===== config.mk =====
export PLATFORM = sky130hd
export DESIGN_NAME = tcc_timer
export DESIGN_NICKNAME = d
export VERILOG_FILES = /design/src/pkg/tcc_pkg.sv /design/src/logic/tcc_timer.sv
export VERILOG_INCLUDE_DIRS = /design/src /design/src/pkg
export SDC_FILE = /design/constraint.sdc
export NUM_CORES = 1
export LEC_CHECK = 0
export ABC_AREA = 1
export BUFFER_PORTS_ARGS = -buffer_cell sky130_fd_sc_hd__buf_2
export CAP_MARGIN = 40
export CORE_MARGIN = 4
export CORE_UTILIZATION = 54
export CTS_BUF_LIST = sky130_fd_sc_hd__clkbuf_4 sky130_fd_sc_hd__clkbuf_8
export DETAILED_ROUTE_END_ITERATION = 10
export PLACE_DENSITY_LB_ADDON = 0.08
export SYNTH_ARGS = -nofsm -noshare
export SYNTH_HDL_FRONTEND = slang
export SYNTH_SLANG_ARGS = --single-unit
export TNS_END_PERCENT = 20

===== constraint.sdc =====
create_clock -name clk_in -period 4.6 [get_ports clk_in]
set_input_delay 0.69 -clock clk_in [delete_from_list [all_inputs] [get_ports clk_in]]
set_output_delay 0.69 -clock clk_in [all_outputs]
set_load 0.02 [all_outputs]

===== src/pkg/tcc_params.svh =====
// Offsets, field positions, reset values and mode codes of the timer
// channel. Assumes inclusion by bare name from the design files.
`ifndef TCC_PARAMS_SVH
`define TCC_PARAMS_SVH
// Register offsets on the plain register port
`define TCC_OFS_CNT_HI   4'h0
`define TCC_OFS_CNT_LO   4'h1
`define TCC_OFS_RLD_HI   4'h2
`define TCC_OFS_RLD_LO   4'h3
`define TCC_OFS_CAP_HI   4'h4
`define TCC_OFS_CAP_LO   4'h5
`define TCC_OFS_CTL0     4'h6
`define TCC_OFS_CTL1     4'h7
`define TCC_OFS_OUTCTL   4'h8
// Field positions in timer_control_zero
`define TCC_C0_MODEH     7
`define TCC_C0_ISRC_HI   6
`define TCC_C0_ISRC_LO   5
`define TCC_C0_CAPF      0
// Field positions in timer_control_one
`define TCC_C1_EN        7
`define TCC_C1_POL       6
`define TCC_C1_PRE_HI    5
`define TCC_C1_PRE_LO    3
`define TCC_C1_MODE_HI   2
`define TCC_C1_MODE_LO   0
// Field position in the output control register
`define TCC_OC_ALT_EN    0
// Mode codes {mode_select_high, mode_select_low}
`define TCC_MODE_CAPRST  4'h6
`define TCC_MODE_COMPARE 4'h2
`define TCC_MODE_GATED   4'h5
`define TCC_MODE_CAPCMP  4'h7
// Reset and restart values, interrupt source codes
`define TCC_CNT_RESET    16'h0001
`define TCC_CNT_RESTART  16'h0001
`define TCC_RLD_RESET    16'hFFFF
`define TCC_CAP_RESET    16'h0000
`define TCC_ISRC_INPUT   2'h2
`define TCC_ISRC_RELOAD  2'h3
`endif


===== src/pkg/tcc_pkg.sv =====
// Types shared by the timer channel.
// Assumes the offsets and codes come from tcc_params.svh.
package tcc_pkg;
   // Operating mode as decoded from the mode fields
   typedef enum logic [2:0] {
      tcc_mode_off,
      tcc_mode_caprst,
      tcc_mode_compare,
      tcc_mode_gated,
      tcc_mode_capcmp
   } tcc_mode_t;
   // Configuration written by software
   typedef struct packed {
      logic       enable;
      logic       polarity;
      logic [2:0] prescale;
      logic [3:0] mode_code;
      logic [1:0] irq_src;
      logic       out_alt_en;
   } tcc_cfg_t;
endpackage


===== src/logic/tcc_timer.sv =====
// 16-bit timer channel: capture-restart, compare, gated, capture/compare.
// Assumes one clock, software at the plain register port, and an
// asynchronous timer input pin.
`timescale 1ns/1ps
`include "tcc_params.svh"

module tcc_timer #(
   parameter int PRE_W = 7
) (
   input  wire logic       clk_in,
   input  wire logic       nrst_in,
   input  wire logic [3:0] addr_in,
   input  wire logic [7:0] wdata_in,
   input  wire logic       wr_in,
   input  wire logic       rd_in,
   output logic      [7:0] rdata_out,
   input  wire logic       timer_pin_in,
   output logic            timer_pin_out,
   output logic            timer_irq_out,
   output logic            capture_cause_flag_out
);

   // Prescale terminal count for a divide by two to the power p
   function automatic logic [PRE_W-1:0] tcc_pre_limit(input logic [2:0] p);
      tcc_pre_limit = PRE_W'((8'h01 << p) - 8'h01);
   endfunction

   // Decode of the mode fields
   function automatic tcc_pkg::tcc_mode_t tcc_decode(input logic [3:0] c);
      case (c)
         `TCC_MODE_CAPRST:  tcc_decode = tcc_pkg::tcc_mode_caprst;
         `TCC_MODE_COMPARE: tcc_decode = tcc_pkg::tcc_mode_compare;
         `TCC_MODE_GATED:   tcc_decode = tcc_pkg::tcc_mode_gated;
         `TCC_MODE_CAPCMP:  tcc_decode = tcc_pkg::tcc_mode_capcmp;
         default:           tcc_decode = tcc_pkg::tcc_mode_off;
      endcase
   endfunction

   tcc_pkg::tcc_cfg_t  cfg_r;
   tcc_pkg::tcc_mode_t mode;
   logic [15:0]        cnt_r;
   logic [15:0]        cnt_nxt;
   logic [15:0]        rld_r;
   logic [15:0]        cap_r;
   logic [7:0]         rld_hold_r;
   logic [7:0]         rd_hold_r;
   logic [7:0]         rdata_r;
   logic [PRE_W-1:0]   pre_r;
   logic               sync1_r;
   logic               sync2_r;
   logic               sync3_r;
   logic               started_r;
   logic               capf_r;
   logic               out_r;
   logic               irq_r;
   logic               en;
   logic               active;
   logic               active_prev;
   logic               sel_edge;
   logic               run;
   logic               tick;
   logic               match;
   logic               cap_ev;
   logic               first_ev;
   logic               rld_ev;
   logic               deassert_ev;
   logic               in_ev;
   logic               irq_nxt;
   logic               restart_mode;
   logic               cnt_wr;

   assign mode = tcc_decode(cfg_r.mode_code);
   assign en   = cfg_r.enable;

   // Two-stage synchroniser plus one stage of history for edges
   always_ff @(posedge clk_in or negedge nrst_in) begin
      if (!nrst_in) begin
         sync1_r <= 1'b0;
         sync2_r <= 1'b0;
         sync3_r <= 1'b0;
      end else begin
         sync1_r <= timer_pin_in;
         sync2_r <= sync1_r;
         sync3_r <= sync2_r;
      end
   end

   // Edge and level decisions from the synchronised value only
   assign sel_edge    = cfg_r.polarity ? (sync3_r & ~sync2_r)
                                       : (sync2_r & ~sync3_r);
   assign active      = sync2_r ^ cfg_r.polarity;
   assign active_prev = sync3_r ^ cfg_r.polarity;

   // Counting permission per mode; the pin never clocks the counter
   always_comb begin
      case (mode)
         tcc_pkg::tcc_mode_caprst:  run = en;
         tcc_pkg::tcc_mode_compare: run = en;
         tcc_pkg::tcc_mode_gated:   run = en & active;
         tcc_pkg::tcc_mode_capcmp:  run = en & started_r;
         default:                   run = 1'b0;
      endcase
   end

   // Prescaler, restarted while the counter is held
   assign tick = run && (pre_r == tcc_pre_limit(cfg_r.prescale));
   always_ff @(posedge clk_in or negedge nrst_in) begin
      if (!nrst_in) begin
         pre_r <= '0;
      end else if (!run || tick) begin
         pre_r <= '0;
      end else begin
         pre_r <= PRE_W'(pre_r + 1'b1);
      end
   end

   // Events of the current cycle
   assign restart_mode = (mode == tcc_pkg::tcc_mode_caprst) ||
                         (mode == tcc_pkg::tcc_mode_capcmp);
   assign match    = tick && (cnt_r == rld_r);
   assign cap_ev   = en && sel_edge &&
                     ((mode == tcc_pkg::tcc_mode_caprst) ||
                      ((mode == tcc_pkg::tcc_mode_capcmp) && started_r));
   assign first_ev = en && sel_edge && !started_r &&
                     (mode == tcc_pkg::tcc_mode_capcmp);
   assign rld_ev   = match && !cap_ev;
   assign deassert_ev = en && (mode == tcc_pkg::tcc_mode_gated) &&
                        active_prev && !active;
   assign in_ev    = cap_ev || deassert_ev;
   assign cnt_wr   = wr_in && ((addr_in == `TCC_OFS_CNT_HI) ||
                               (addr_in == `TCC_OFS_CNT_LO));

   // Interrupt source filter
   assign irq_nxt = (in_ev && (cfg_r.irq_src != `TCC_ISRC_RELOAD)) ||
                    (rld_ev && (cfg_r.irq_src != `TCC_ISRC_INPUT));

   // Capture/compare start latch, cleared whenever not armed
   always_ff @(posedge clk_in or negedge nrst_in) begin
      if (!nrst_in) begin
         started_r <= 1'b0;
      end else if (!en || (mode != tcc_pkg::tcc_mode_capcmp)) begin
         started_r <= 1'b0;
      end else if (first_ev) begin
         started_r <= 1'b1;
      end
   end

   // Next count: capture and reload restart, compare keeps counting
   always_comb begin
      cnt_nxt = cnt_r;
      if (cap_ev) begin
         cnt_nxt = `TCC_CNT_RESTART;
      end else if (rld_ev && (mode != tcc_pkg::tcc_mode_compare)) begin
         cnt_nxt = `TCC_CNT_RESTART;
      end else if (tick) begin
         cnt_nxt = cnt_r + 16'h0001;
      end
      if (wr_in && (addr_in == `TCC_OFS_CNT_HI)) begin
         cnt_nxt[15:8] = wdata_in;
      end
      if (wr_in && (addr_in == `TCC_OFS_CNT_LO)) begin
         cnt_nxt[7:0] = wdata_in;
      end
   end

   // Counter register
   always_ff @(posedge clk_in or negedge nrst_in) begin
      if (!nrst_in) begin
         cnt_r <= `TCC_CNT_RESET;
      end else begin
         cnt_r <= cnt_nxt;
      end
   end

   // Reload value: high byte waits in a holding byte for the low write
   always_ff @(posedge clk_in or negedge nrst_in) begin
      if (!nrst_in) begin
         rld_hold_r <= 8'(`TCC_RLD_RESET >> 8);
         rld_r      <= `TCC_RLD_RESET;
      end else if (wr_in && (addr_in == `TCC_OFS_RLD_HI)) begin
         rld_hold_r <= wdata_in;
      end else if (wr_in && (addr_in == `TCC_OFS_RLD_LO)) begin
         rld_r <= {rld_hold_r, wdata_in};
      end
   end

   // Capture register; a capture wins over a software write
   always_ff @(posedge clk_in or negedge nrst_in) begin
      if (!nrst_in) begin
         cap_r <= `TCC_CAP_RESET;
      end else if (cap_ev) begin
         cap_r <= cnt_r;
      end else if (wr_in && (addr_in == `TCC_OFS_CAP_HI)) begin
         cap_r[15:8] <= wdata_in;
      end else if (wr_in && (addr_in == `TCC_OFS_CAP_LO)) begin
         cap_r[7:0] <= wdata_in;
      end
   end

   // Capture-cause flag, set by each capture, cleared by a reload in capture-restart or capture/compare mode
   always_ff @(posedge clk_in or negedge nrst_in) begin
      if (!nrst_in) begin
         capf_r <= 1'b0;
      end else if (cap_ev) begin
         capf_r <= 1'b1;
      end else if (rld_ev && restart_mode) begin
         capf_r <= 1'b0;
      end
   end

   // Configuration registers
   always_ff @(posedge clk_in or negedge nrst_in) begin
      if (!nrst_in) begin
         cfg_r <= '0;
      end else if (wr_in && (addr_in == `TCC_OFS_CTL0)) begin
         cfg_r.mode_code[3] <= wdata_in[`TCC_C0_MODEH];
         cfg_r.irq_src <= wdata_in[`TCC_C0_ISRC_HI:`TCC_C0_ISRC_LO];
      end else if (wr_in && (addr_in == `TCC_OFS_CTL1)) begin
         cfg_r.enable    <= wdata_in[`TCC_C1_EN];
         cfg_r.polarity  <= wdata_in[`TCC_C1_POL];
         cfg_r.prescale  <= wdata_in[`TCC_C1_PRE_HI:`TCC_C1_PRE_LO];
         cfg_r.mode_code[2:0] <= wdata_in[`TCC_C1_MODE_HI:`TCC_C1_MODE_LO];
      end else if (wr_in && (addr_in == `TCC_OFS_OUTCTL)) begin
         cfg_r.out_alt_en <= wdata_in[`TCC_OC_ALT_EN];
      end
   end

   // Output pin: starts at the polarity level, toggles on reload in compare and gated modes
   always_ff @(posedge clk_in or negedge nrst_in) begin
      if (!nrst_in) begin
         out_r <= 1'b0;
      end else if (!en) begin
         out_r <= cfg_r.polarity;
      end else if (cfg_r.out_alt_en && rld_ev &&
                   ((mode == tcc_pkg::tcc_mode_compare) ||
                    (mode == tcc_pkg::tcc_mode_gated))) begin
         out_r <= ~out_r;
      end
   end

   // Interrupt pulse register
   always_ff @(posedge clk_in or negedge nrst_in) begin
      if (!nrst_in) begin
         irq_r <= 1'b0;
      end else begin
         irq_r <= irq_nxt;
      end
   end

   // Read holding byte: high-byte read freezes the low byte
   always_ff @(posedge clk_in or negedge nrst_in) begin
      if (!nrst_in) begin
         rd_hold_r <= 8'h00;
      end else if (rd_in && en && (addr_in == `TCC_OFS_CNT_HI)) begin
         rd_hold_r <= cnt_r[7:0];
      end
   end

   // Read data, present only in the cycle after the read strobe
   always_ff @(posedge clk_in or negedge nrst_in) begin
      if (!nrst_in) begin
         rdata_r <= 8'h00;
      end else if (!rd_in) begin
         rdata_r <= 8'h00;
      end else begin
         case (addr_in)
            `TCC_OFS_CNT_HI: rdata_r <= cnt_r[15:8];
            `TCC_OFS_CNT_LO: rdata_r <= en ? rd_hold_r : cnt_r[7:0];
            `TCC_OFS_RLD_HI: rdata_r <= rld_r[15:8];
            `TCC_OFS_RLD_LO: rdata_r <= rld_r[7:0];
            `TCC_OFS_CAP_HI: rdata_r <= cap_r[15:8];
            `TCC_OFS_CAP_LO: rdata_r <= cap_r[7:0];
            `TCC_OFS_CTL0:   rdata_r <= {cfg_r.mode_code[3], cfg_r.irq_src,
                                         4'h0, capf_r};
            `TCC_OFS_CTL1:   rdata_r <= {cfg_r.enable, cfg_r.polarity,
                                         cfg_r.prescale,
                                         cfg_r.mode_code[2:0]};
            `TCC_OFS_OUTCTL: rdata_r <= {7'h00, cfg_r.out_alt_en};
            default:         rdata_r <= 8'h00;
         endcase
      end
   end

   // Outputs
   assign rdata_out              = rdata_r;
   assign timer_pin_out          = out_r;
   assign timer_irq_out          = irq_r;
   assign capture_cause_flag_out = capf_r;
endmodule


==> results by stage, run 1 <==
Outcome:
- The run finished with clean final reports.

STA:
- For the pin with the worst max-slew slack, the measured transition is 0.887 ns.
- The final-layout setup total negative slack is 0 ns.
- The clock period minus final worst setup slack is 2.71 ns.
- The final setup skew is 0.0169 ns.
- The highest attainable clock frequency is 369 MHz.
- Setup repair after global routing left no endpoint under its margin.
- The total of endpoints with negative setup slack in the final report is 0.
- The share of the clock period used by the worst path after layout is 0.588.
- The hold violation count in the final report was 0.
- The max-slew violation count is 0.
- The worst pin sits at a relative slew slack of 0.407.

Clock network:
- Post-CTS timing repair inserted 0 buffers for setup.
- The clock reaches the later pin of the worst-skew pair after 0.38 ns.
- Hold repair after CTS inserted 0 buffers.
- The H-tree depth is 3.
- The root buffer cell chosen for the clock tree is sky130_fd_sc_hd__clkbuf_8.
- The number of buffers between clock root and the deepest sink is 2.
- TritonCTS built the clock tree.
- The count of instances resized after the clock tree is built is 0.
- The number of clock sinks seen by CTS is 98.
- In this run, CTS created clock tree buffers numbering 9.
- Clock-pin slew was measured on the worst setup and hold paths at 0.10 ns.

Die:
- The floorplan step defined a die boundary enclosing 11800 um2.
- The core region is 9820 um2.
- The floorplan has 36 rows.
- The die span in y is 109 um.
- The number of I/O pins is 28.
- The die outline width is 109 um.
- The effective utilization at floorplan is 0.558.

Place:
- In this run the tool buffered the top-level ports with 27 buffer cells.
- The cell count after placement is 868.
- The congestion estimate from routability-driven global placement came to 0.994.
- The placed instances occupy a cell area of 5680 um2.
- The sum of net half-perimeters after detailed placement is 12500 um.

Global routing:
- The initial antenna violation count came to 0.
- The first-pass GRT wire length is 26400 um.
- Entering global routing, the biggest net connects 65 pins.
- After global routing the overflow that remains totals 0.
- The via count of the first global-routing pass is 4854.
- In the global route stage, overall resource usage came out at 0.300.

Worst setup path:
- Tracing the worst setup path back leads to its startpoint at cfg_r[8].
- The endpoint kind of the worst setup timing path is a register.
- The critical path is of the register to register type.
- The launching element type of the critical path is a register.
- In this run the critical register-to-register path is launched from cfg_r[8].
- The maximum fanout along the worst path is 10.
- The required time of the critical path is 4.87 ns.
- The arrival time at the worst endpoint is 2.98 ns.

Job:
- The number of maximum-capacitance violations is 0.

Pwr:
- Overall power consumption after layout is estimated at 2500 uW.
- Dividing total power by cell area gives a power density of 425 nW/um2.
- The reported leakage power is 0.00288 uW.
- Across the VDD grid, the largest voltage drop is 0.260 mV.

Synthesis:
- The share of synthesized flip-flops with an asynchronous set or reset is 1.00.
- The synthesized netlist contains 41 unique library cells.
- The number of warnings printed during yosys synthesis is 0.
- Counting flops with a built-in enable in the synthesized netlist gives 0.
- The dominant register cell in the synthesized netlist is sky130_fd_sc_hd__dfrtp_1.
- The post-synthesis instance area is 5480 um2.
- The number of nets produced by synthesis is 746.
- A synthesized cell averages 7.54 um2.
- The register bit total from synthesis is 98.
- The part of the Yosys area used for sequential elements is 0.454.
- The post-synthesis instance total is 726.

Detailed routing:
- The via count normalized by instance count is 5.84.
- In this run the remaining antenna-violating nets after routing total 0.
- In the final routed layout, each cell accounts on average for 18.8 um.
- The post-route DRC violation count is 0.
- The number of vias in the routed layout is 5163.
- The number of detailed-route iterations in the first pass is 5.
- For this block, the routed nets add up to 16600 um of wire.
- The number of violations reported at the end of detailed-routing iteration 0 is 393.

Finish:
- The post-synthesis to final-layout area growth is 7.47%.
- The number of fill cells is 951.
- The non-filler instance count after layout is 884.
- The final net count is 766.
- The combined area of the multi-input logic cells is 2540 um2.
- In the final layout, flip-flops and latches occupy 2480 um2.
- After routing the design area is 5890 um2.
- At the end of the flow the core is filled with cells to 0.599.
- In the final layout, the share of cells above drive strength 1 is 0.121.
- 0 antenna diodes ended up in the layout.

Worst hold path:
- The source of the worst hold timing path is sync1_r.
- The type of the worst min-delay path is register to register.
-- final cells by class --
cell class,instances,share of cell area
timing repair buffer,28,0.0247
inverter,91,0.0585
tap,133,0.0283
multi-input combinational,518,0.432
sequential,98,0.422
clock inverter,4,0.00850
clock buffer,12,0.0259
-- stage by stage --
step | worst slack (ns) | hold slack [ns]
after global placement | 1.99 | 0.342
after CTS | 1.92 | 0.363
final | 1.89 | 0.358
after detailed placement | 1.94 | 0.342
after floorplan | 2.32 | 0.331
after global routing | 1.64 | 0.364
-- cell usage after synthesis, drive strengths merged, types with 3 or more instances --
master  instances  share of area
nor2           55          0.042
o22ai           4         0.0046
xor2            8          0.013
xnor2          10          0.016
nand4          18          0.022
or2             3         0.0034
ha              3         0.0069
inv            89          0.061
nand3          39          0.042
o221ai          3         0.0048
nand2         249           0.17
o21ai          67          0.061
a221oi          4         0.0064
mux2            3         0.0062
a21oi          12          0.011
buf             7          0.011
clkbuf         12         0.0082
nor3            6         0.0055
dfrtp          73           0.33
dfstp          25           0.12
o211ai         17          0.023
a31oi           3         0.0034
a211oi          3         0.0041
-- power by group --
part | switching (uW) | internal [uW] | total [uW]
Clock | 310 | 280 | 590
Combinational | 406 | 232 | 638
Sequential | 202 | 1070 | 1270
Total | 917 | 1580 | 2500
-- logic make-up (layout without fill, tap and decap cells) --
group / after synthesis / count (layout) / share of synthesized area
and+or+nand+nor: 375 / 375 / 0.294
AOI/OAI and AO/OA: 118 / 118 / 0.127
buffers and inverters: 110 / 135 / 0.0820
DFF: 98 / 98 / 0.454
xor gates and xnor gates: 18 / 18 / 0.0288
muxes: 4 / 4 / 0.00800
adders and majority gates: 3 / 3 / 0.00685
-- worst max-delay path: stages (launching register included) --
cell                      delay [ns]
sky130_fd_sc_hd__dfrtp_1        0.53
sky130_fd_sc_hd__nor2_1         0.21
sky130_fd_sc_hd__nand2_2        0.08
sky130_fd_sc_hd__ha_1           0.32
sky130_fd_sc_hd__nand2_1        0.06
sky130_fd_sc_hd__nand2_1        0.06
sky130_fd_sc_hd__nor2_2         0.09
sky130_fd_sc_hd__nand3_1        0.09
sky130_fd_sc_hd__nor2_2         0.10
sky130_fd_sc_hd__nand3_2        0.13
sky130_fd_sc_hd__nor2_8         0.22
sky130_fd_sc_hd__nand3_4        0.19
sky130_fd_sc_hd__nand3_1        0.22
sky130_fd_sc_hd__inv_1          0.14
sky130_fd_sc_hd__nand3_1        0.09
sky130_fd_sc_hd__nand2_1        0.07
-- per-layer routing --
layer | part of all wire | up-vias | track usage
li1 | - | 2392 | -
met1 | 0.42 | 2464 | 0.405
met2 | 0.45 | 252 | 0.458
met3 | 0.087 | 55 | 0.0675
met4 | 0.038 | 0 | 0.142
met5 | 0 | - | 0
-- layout by cell type (no fill, tap or decap), types with 10 or more instances in the layout --
| cell | synthesis | final |
|---|---|---|
| sky130_fd_sc_hd__a21oi_1 | 12 | 12 |
| sky130_fd_sc_hd__buf_2 | 3 | 26 |
| sky130_fd_sc_hd__clkbuf_8 | 0 | 10 |
| sky130_fd_sc_hd__dfrtp_1 | 73 | 73 |
| sky130_fd_sc_hd__dfstp_2 | 25 | 25 |
| sky130_fd_sc_hd__inv_1 | 85 | 85 |
| sky130_fd_sc_hd__nand2_1 | 245 | 245 |
| sky130_fd_sc_hd__nand3_1 | 35 | 35 |
| sky130_fd_sc_hd__nand4_1 | 17 | 17 |
| sky130_fd_sc_hd__nor2_1 | 50 | 50 |
| sky130_fd_sc_hd__o211ai_1 | 17 | 17 |
| sky130_fd_sc_hd__o21ai_0 | 67 | 67 |
| sky130_fd_sc_hd__xnor2_1 | 10 | 10 |
-- worst paths after layout --
path	to	slack [ns]	cells after the start
worst max-delay path	cnt_r[8]	1.89	15
worst max register to register	cnt_r[8]	1.89	15
min in group asynchronous	sync3_r	0.39	1
worst min-delay path	sync2_r	0.36	0
worst min register to register	sync2_r	0.36	0
max in group asynchronous	cnt_r[0]	3.19	2
-- state kept, by name, indices dropped and copies added (netlist names) --
name and cells:
capture_cause_flag_out 1, rld_hold_r 8, rdata_out 8, started_r 1
rld_r 16, cnt_r 16, sync2_r 1, en 1
cap_r 16, timer_irq_out 1, pre_r 7, sync1_r 1
timer_pin_out 1, sync3_r 1, cfg_r 11, rd_hold_r 8
Power figures use the tool's default switching activity.
==> inputs of run 2 (changes only) <==
Settings changed: ABC_AREA 1 to 0.
Clock period 4.6 ns to 2.6 ns, I/O delays scaled along.
==> run 2 against run 1 <==
Net effect:
- first-iteration DRC count fell by 3.8%
- final cell count fell by 18%
- flip-flop and latch count did not move
- utilization rose by 2.2 points
- power rose by 82%
- combinational power rose by 100%
- count of clock-buffer cells in the layout fell by 1
- clock skew fell by 0.0031 ns
- die area rose by 1.3%
- critical path type unchanged
- critical endpoint is now cnt_r[4]
- highest routed layer unchanged
==> results by stage, run 2 <==
Outcome:
- The run finished with clean final reports.

Die:
- The area of the core region came to 9910 um2 (+0.92%).
- The number of rows in the core area came to 36 (unchanged).
- The die outline area came to 12000 um2 (+1.3%).
- The effective utilization at floorplan came to 0.560 (+0.00263).
- The number of I/O pins is 28 (unchanged).
- The die outline width is 109 um (+0.64%).
- The die span in y is 109 um (+0.64%).

Clock network:
- The H-tree depth is 3 (unchanged).
- The number of buffers between clock root and the deepest sink is 2 (unchanged).
- The insertion delay of the later-clocked pin in the worst-skew pair is 0.39 ns (about the same).
- The post-CTS repair timing setup buffer count was 0 (unchanged).
- TritonCTS built the clock tree.
- The number of buffers inserted by hold repair at cts is 0 (unchanged).
- The clock-pin slew reported for the worst setup and hold paths after clock tree synthesis came to 0.10 ns (about the same).
- The number of buffers created by CTS was 9 (unchanged).
- The tree is rooted in a sky130_fd_sc_hd__clkbuf_8.
- The number of clock sinks seen by CTS is 98 (unchanged).

Detailed routing:
- The routed wire length is 15300 um (-8.0%).
- The number of violations reported at the end of detailed-routing iteration 0 is 378 (-3.8%).
- The post-route DRC violation count is 0 (unchanged).
- The average wire per cell in the routed design is 21.1 um (+12%).
- The via count normalized by instance count is 6.30 (+7.9%).
- The number of nets with antenna violations after detailed routing is 0 (unchanged).
- The number of detailed-route iterations in the first pass is 6 (+1).
- The number of vias in the routed layout is 4574 (-11%).

Worst setup path:
- The required time of the critical path was 2.90 ns (-1.97 ns).
- The arrival time at the worst endpoint is 2.77 ns (-0.21 ns).
- The stage delay of the slowest cell on the critical path came to 0.41 ns (-0.12 ns).
- Traced cell by cell, the critical path runs through nor2_1 > nand2_1 > ha_2 > or3_1 > a21oi_1 > o22ai_1 > nor4_4 > buf_12 > nor2_2 > buf_4 > o221ai_1.
- On the critical path, the stage with the largest delay is an instance of sky130_fd_sc_hd__dfrtp_1.
- The launching element type of the critical path is a register.
- The count of buffer and inverter cells on the critical path is 2 (+1).
- The startpoint-to-endpoint class of the critical path is register to register.
- The maximum fanout along the worst path is 27 (+17).
- The family with the most delay on the worst path is simple AND/OR/NAND/NOR gates.
- The endpoint kind of the worst setup timing path is a register.

Pwr:
- The total design power is 4540 uW (+82%).
- The total power per unit cell area is 737 nW/um2 (+74%).
- The worst IR drop on VDD was 0.396 mV (+53%).
- The reported leakage power is 0.00261 uW (-9.4%).

Synthesis:
- By area the synthesized netlist is led by sky130_fd_sc_hd__dfrtp_1 33%, sky130_fd_sc_hd__dfstp_2 12%, sky130_fd_sc_hd__mux2_2 8.9%, sky130_fd_sc_hd__mux2i_1 5.0%, sky130_fd_sc_hd__nand2_1 4.2%.
- The part of the Yosys area used for sequential elements was 0.447 (-0.00623).
- The number of enable-type register cells in the synthesized netlist was 0 (unchanged).
- The register bit total from synthesis is 98 (unchanged).
- The proportion of netlist area held by the largest area contributor is 0.329 (-0.00458).
- The synthesized area divided by synthesized cell count is 9.85 um2 (+31%).
- The number of library cell types mapped by synthesis was 60 (+46%).
- The dominant cell by count in the synthesized netlist is sky130_fd_sc_hd__dfrtp_1.
- The synthesized design spends more area on one cell type than any other, namely sky130_fd_sc_hd__dfrtp_1.
- The number of warnings printed during yosys synthesis is 0 (unchanged).
- By count the netlist is led by 73 x sky130_fd_sc_hd__dfrtp_1, 62 x sky130_fd_sc_hd__nand2_1, 44 x sky130_fd_sc_hd__mux2_2.
- The dominant register cell in the synthesized netlist is sky130_fd_sc_hd__dfrtp_1.
- The post-synthesis instance total was 564 (-22%).
- The number of nets produced by synthesis came to 584 (-22%).
- The share of synthesized flip-flops with an asynchronous set or reset is 1.00 (unchanged).
- The post-synthesis instance area is 5550 um2 (+1.4%).

Worst hold path:
- The type of the worst min-delay path is primary input to asynchronous set/reset pin.

Finish:
- In the layout the commonest cells are 73 x sky130_fd_sc_hd__dfrtp_1, 62 x sky130_fd_sc_hd__nand2_1, 44 x sky130_fd_sc_hd__mux2_2, 35 x sky130_fd_sc_hd__nor2_1.
- The commonest non-fill, non-tap cell in the layout is sky130_fd_sc_hd__dfrtp_1.
- The final net count was 608 (-21%).
- The final design area excluding fillers came to 6160 um2 (+4.6%).
- The antenna cell count is 0 (unchanged).
- The number of fill cells was 861 (-9.5%).
- In the final layout, the registers with the most flip-flops are cap_r: 16 flops, cnt_r: 16 flops, rld_r: 16 flops.
- The fraction of final layout cells with drive strength greater than 1 is 0.266 (+0.145).
- The post-synthesis to final-layout area growth is 10.9%.

Global routing:
- The maximum number of pins on one net before global-route repair is 55 (-15%).
- The total congestion overflow was 0 (unchanged).
- The global-route usage over all layers is 0.274 (-0.0252).
- The global routing met1 resource utilization came to 0.384 (-0.0211).
- The first-pass GRT wire length is 24300 um (-8.1%).
- The fraction of met3 tracks used by global routing came to 0.0840 (+0.0165).
- The via count of the first global-routing pass is 4348 (-10%).
- The global routing usage on met2 came to 0.401 (-0.0575).
- The initial antenna violation count came to 0 (unchanged).
- The global-route layer with the greatest usage is met2.

Job:
- The number of maximum-capacitance violations is 0 (unchanged).

Place:
- The number of port buffers came to 27 (unchanged).
- The post-detailed-placement cell area is 5950 um2 (+4.8%).
- The routability congestion estimate from global placement came to 0.890 (-11%).
- The sum of net half-perimeters after detailed placement is 10900 um (-13%).

STA:
- The final-layout setup total negative slack was 0 ns (unchanged).
- The max-slew violation count is 0 (unchanged).
- The clock period minus final worst setup slack is 2.47 ns (-0.242 ns).
- The share of the clock period used by the worst path after layout is 0.948 (+0.360).
- Setup repair after global routing left no endpoint under its margin.
- The slew at the pin closest to its max-slew limit came to 0.684 ns (-0.203 ns).
- The hold violation count in the final report is 0 (unchanged).
- The total of endpoints with negative setup slack in the final report is 0 (unchanged).
- The highest attainable clock frequency is 406 MHz (+9.8%).
- The relative slew slack is 0.544 (+0.137).
- The final setup skew is 0.0138 ns (-0.00314 ns).
run 2: changes by cell type after synthesis, sizes merged, moves of 9 or more:
cell	before	now
o21ai	67	31
xnor2	10	24
clkbuf	12	34
inv	89	9
a22oi	0	10
and3	0	9
mux2	3	45
o211ai	17	1
a32oi	0	9
nand3	39	18
a21oi	12	25
nor2	55	36
mux2i	1	28
nand2	249	62
run 2: path summary, 6_finish.rpt:
kind	from	to	slack, ns	depth (start not counted)
min in group clk_in	timer_pin_in	sync1_r	0.10	1
worst min-delay path	nrst_in	pre_r[0]	0.03	1
worst min register to register	sync1_r	sync2_r	0.36	0
worst max register to register	cfg_r[8]	cnt_r[4]	0.13	11
worst max-delay path	cfg_r[8]	cnt_r[4]	0.13	11
max in group asynchronous	nrst_in	cnt_r[0]	1.85	2
run 2: report_power, final:
part	leakage [uW]	total (uW)	switching (uW)	internal, uW
Clock	0.0000987	1010	535	478
Sequential	0.00116	2240	322	1920
Combinational	0.00136	1280	659	626
run 2: layout make-up:
cell class,instances,area (um2),area share
clock buffer,11,145,0.0236
clock inverter,5,55.1,0.00894
inverter,10,37.5,0.00610
multi-input combinational,410,2870,0.465
sequential,98,2480,0.403
tap,133,166,0.0270
timing repair buffer,59,403,0.0654
run 2: repair_timing:
| action | CTS | global route |
|---|---|---|
| gates resized for setup | 0 | 1 |
| endpoints found under the hold margin | 0 | 0 |
| setup endpoints to repair | 0 | 6 |
run 2: kinds of logic (layout without fill, tap and decap cells):
logic type      after synthesis  count (layout)  synth area share
buf+inv                      56              85            0.0403
xor+xnor                     29              29            0.0457
mux                          76              76             0.154
flops                        98              98             0.447
compound gates              117             117             0.140
fa+ha+maj                     3               3           0.00676
simple gates                185             185             0.166
run 2: metal layers:
layer	share of wire	wire, um
met1	0.44	6700
met2	0.45	6880
met3	0.086	1320
met4	0.027	410
met5	0	0
run 2: worst reg2reg max path, stage by stage, from the launching register on:
cell and delay [ns]:
sky130_fd_sc_hd__dfrtp_1 0.41, sky130_fd_sc_hd__nor2_1 0.15, sky130_fd_sc_hd__nand2_1 0.08, sky130_fd_sc_hd__ha_2 0.25, sky130_fd_sc_hd__or3_1 0.37, sky130_fd_sc_hd__a21oi_1 0.14, sky130_fd_sc_hd__o22ai_1 0.13, sky130_fd_sc_hd__nor4_4 0.22
sky130_fd_sc_hd__buf_12 0.21, sky130_fd_sc_hd__nor2_2 0.09, sky130_fd_sc_hd__buf_4 0.15, sky130_fd_sc_hd__o221ai_1 0.18
run 2: through the flow:
stage	util	std cells	worst slack (ns)	hold slack [ns]
global placement	0.601	710	0.200	0.334
detailed placement	0.601	710	0.0895	0.338
CTS	0.621	726	0.0587	0.0378
global route	0.621	726	0.0117	0.0712
floorplan	-	564	0.0417	0.0944
finish	0.621	726	0.135	0.0258
==> inputs of run 3 (changes only) <==
Settings changed: CORE_UTILIZATION 54 to 24.
==> run 3 against run 2 <==
Net effect:
- global-route usage is 12 points lower
- non-clock buffer count increased by 30
- clock skew is 0.0042 ns lower
- combinational power rose by 13%
- critical endpoint is now cnt_r[15]
- largest power group unchanged
- highest routed layer unchanged
==> results by stage, run 3 (same netlist as run 2, synthesis figures left out) <==
STA:
- The hold violation count in the final report was 0 (unchanged).
- The slew at the pin closest to its max-slew limit was 0.560 ns (-0.124 ns).
- The relative slew slack was 0.623 (+0.0785).
- The max-slew violation count came to 0 (unchanged).
- The final setup skew is 0.00952 ns (-0.00425 ns).
- The highest attainable clock frequency is 397 MHz (-2.1%).
- The share of the clock period used by the worst path after layout was 0.968 (+0.0202).
- The final-layout setup total negative slack is 0 ns (unchanged).
- The total of endpoints with negative setup slack in the final report came to 0 (unchanged).
- The final hold slack is 0.0998 ns (+0.0740 ns).
- The setup slack after layout was 0.0825 ns (-0.0525 ns).
- The clock period minus final worst setup slack is 2.52 ns (+0.0525 ns).

Global routing:
- The total congestion overflow is 0 (unchanged).
- The global routing usage on met2 is 0.249 (-0.151).
- The maximum number of pins on one net before global-route repair is 38 (-31%).
- The global-route layer with the greatest usage is met2.
- The fraction of met3 tracks used by global routing is 0.0230 (-0.0610).
- The global-route usage over all layers was 0.150 (-0.124).
- The global routing met1 resource utilization came to 0.201 (-0.183).
- The initial antenna violation count is 0 (unchanged).
- The via count of the first global-routing pass came to 4682 (+7.7%).
- The first-pass GRT wire length is 29100 um (+20%).

Finish:
- The number of fill cells is 2385 (+180%).
- The fraction of final layout cells with drive strength greater than 1 is 0.315 (+0.0482).
- The largest registers in the layout are cap_r: 16 flops, cnt_r: 16 flops, rld_r: 16 flops.
- The top cell types in the final layout, fill and taps aside, are 73 x sky130_fd_sc_hd__dfrtp_1, 60 x sky130_fd_sc_hd__nand2_1, 55 x sky130_fd_sc_hd__buf_4, 44 x sky130_fd_sc_hd__mux2_2, 34 x sky130_fd_sc_hd__nor2_1.
- The post-synthesis to final-layout area growth is 20.5%.
- The final design area excluding fillers is 6690 um2 (+8.7%).
- Leaving out fill and tap cells, the most frequent cell in the layout is sky130_fd_sc_hd__dfrtp_1.
- The antenna cell count is 0 (unchanged).
- The final net count is 638 (+4.9%).

Worst setup path:
- The required time of the critical path came to 2.89 ns (about the same).
- The worst register-to-register path ends at cnt_r[15].
- The startpoint-to-endpoint class of the critical path is register to register.
- The signal on the critical path passes through nor2_2 > nand2_2 > ha_4 > or3_4 > a21oi_2 > o22ai_2 > nor4_4 > buf_12 > buf_12 > nor3_2 > a311oi_2.
- The family with the most delay on the worst path is simple AND/OR/NAND/NOR gates.
- The maximum fanout along the worst path is 8 (-70%).
- The count of buffer and inverter cells on the critical path is 2 (unchanged).
- The arrival time at the worst endpoint was 2.81 ns (+0.04 ns).
- The library cell appearing most often on the critical path is sky130_fd_sc_hd__buf_12.
- On the critical path, the stage with the largest delay is an instance of sky130_fd_sc_hd__dfrtp_1.
- The number of cells on the worst reg-to-reg path came to 11 (unchanged).
- The worst setup path is captured at a register.
- The worst setup path is launched from a register.
- The stage delay of the slowest cell on the critical path is 0.42 ns (about the same).
- The worst reg-to-reg setup slack came to 0.08 ns (-0.05 ns).
- In this run the critical register-to-register path is launched from cfg_r[8].

Clock network:
- The clock tree from TritonCTS is yes.
- The insertion delay of the later-clocked pin in the worst-skew pair is 0.39 ns (about the same).
- The clock-pin slew reported for the worst setup and hold paths after clock tree synthesis is 0.10 ns (about the same).
- The number of buffers between clock root and the deepest sink is 2 (unchanged).
- The number of clock sinks seen by CTS is 98 (unchanged).
- The clock root buffer is sky130_fd_sc_hd__clkbuf_8.
- The H-tree depth is 3 (unchanged).
- The number of buffers created by CTS is 9 (unchanged).

Detailed routing:
- The post-route DRC violation count is 0 (unchanged).
- The number of violations reported at the end of detailed-routing iteration 0 is 294 (-22%).
- The via count normalized by instance count is 5.05 (-20%).
- The number of vias in the routed layout is 4582 (+0.17%).
- The routed wire length is 19300 um (+26%).
- The average wire per cell in the routed design is 21.2 um (+0.77%).
- The number of detailed-route iterations in the first pass is 5 (-1).
- The number of nets with antenna violations after detailed routing was 0 (unchanged).

Place:
- The routability congestion estimate from global placement is 0.874 (-1.8%).
- The setup slack at placement is 0.105 ns (+0.0153 ns).
- The sum of net half-perimeters after detailed placement is 14500 um (+32%).
- The number of port buffers is 27 (unchanged).
- The post-detailed-placement cell area is 6290 um2 (+5.7%).

Pwr:
- The portion of total power attributed to the clock network is 0.240 (+0.017).
- The combinational cell fraction of total power is 0.299 (+0.016).
- The cell-internal power is 3180 uW (+5.1%).
- The worst IR drop on VDD was 0.271 mV (-32%).
- The sequential group share of total power is 0.461 (-0.033).
- The switching component of the power is 1660 uW (+9.8%).
- The fraction of power spent switching nets came to 0.343 (+0.00965).
- The reported leakage power is 0.00278 uW (+6.5%).
- The total power per unit cell area was 724 nW/um2 (-1.9%).

Die:
- The area of the core region is 22700 um2 (+130%).
- The number of rows in the core area came to 55 (+53%).
- The die outline area is 25600 um2 (+110%).
- The effective utilization at floorplan was 0.245 (-0.316).
- The die span in y is 160 um (+46%).
- The die outline width is 160 um (+46%).
- The number of I/O pins is 28 (unchanged).

Worst hold path:
- The number of instances on the worst hold path is 1.
- The source of the worst hold timing path is timer_pin_in.
- The path class of the tightest hold or removal check is primary input to register.
- The hold path endpoint is sync1_r.

Outcome:
- The flow ran to the end, and the final reports show no timing, DRC or antenna violations.

Job:
- The number of maximum-capacitance violations came to 0 (unchanged).
run 3: cell types whose count changed in the layout (fill, tap and decap cells not counted), moves of 2 or more:
cell / previous run / this run
sky130_fd_sc_hd__nand2_2: 0 / 2
sky130_fd_sc_hd__buf_4: 31 / 55
sky130_fd_sc_hd__or3_4: 0 / 2
sky130_fd_sc_hd__buf_6: 0 / 3
sky130_fd_sc_hd__or3_1: 2 / 0
sky130_fd_sc_hd__clkinv_2: 2 / 0
sky130_fd_sc_hd__nand2_1: 62 / 60
run 3: through the flow:
step	power, uW	cells	utilization
after floorplan	3060	564	-
after global placement	3620	882	0.277
after detailed placement	3640	882	0.277
after CTS	4820	899	0.287
after global routing	5120	908	0.295
final	4840	908	0.295
run 3: worst reg2reg max path: cells and delay by family (launching register included):
kind,cells,cell delay (ns)
flip-flops,1,0.42
AO/OA/AOI/OAI,3,0.53
buffers and inverters,2,0.30
adder cells (fa/ha/maj),1,0.19
AND/OR/NAND/NOR,5,0.98
run 3: power by group through the flow:
| stage | Combinational (uW) | Clock (uW) | Sequential (uW) |
|---|---|---|---|
| final | 1450 | 1160 | 2230 |
| after global routing | 1590 | 1250 | 2280 |
| after CTS | 1380 | 1210 | 2230 |
| after detailed placement | 1370 | 0 | 2260 |
| after global placement | 1360 | 0 | 2250 |
| after floorplan | 932 | 0 | 2130 |
run 3: layout make-up:
| cell class | instances | area, um2 | area share |
|---|---|---|---|
| clock inverter | 6 | 91.3 | 0.0136 |
| inverter | 10 | 37.5 | 0.00561 |
| multi-input combinational | 410 | 2930 | 0.438 |
| sequential | 98 | 2480 | 0.371 |
| clock buffer | 10 | 131 | 0.0196 |
| tap | 285 | 357 | 0.0533 |
| timing repair buffer | 89 | 659 | 0.0985 |
run 3: how the worst max path moves through the flow:
stage | from | to | depth (start not counted) | slack [ns]
2_1_floorplan | cfg_r[9] | cnt_r[1] | 11 | 0.04
3_3_place_gp | cfg_r[9] | cnt_r[9] | 11 | 0.14
3_5_place_dp | cfg_r[9] | cnt_r[9] | 11 | 0.10
4_1_cts | cfg_r[9] | cnt_r[9] | 11 | 0.06
5_1_grt | cfg_r[8] | cnt_r[15] | 11 | -0.04
6_report | cfg_r[8] | cnt_r[15] | 11 | 0.08
run 3: what timing repair did:
item / CTS / global route
hold buffers: 1 / 0
endpoints found under the setup margin: 0 / 10
buffers inserted: 0 / 9
endpoints found under the hold margin: 26 / 0
resized for setup: 0 / 16
run 3: metal layers:
| layer | up-vias | routed length [um] |
|---|---|---|
| met5 | - | 0 |
| met4 | 0 | 366 |
| met3 | 24 | 744 |
| met2 | 110 | 9230 |
| met1 | 2301 | 8950 |
| li1 | 2147 | - |
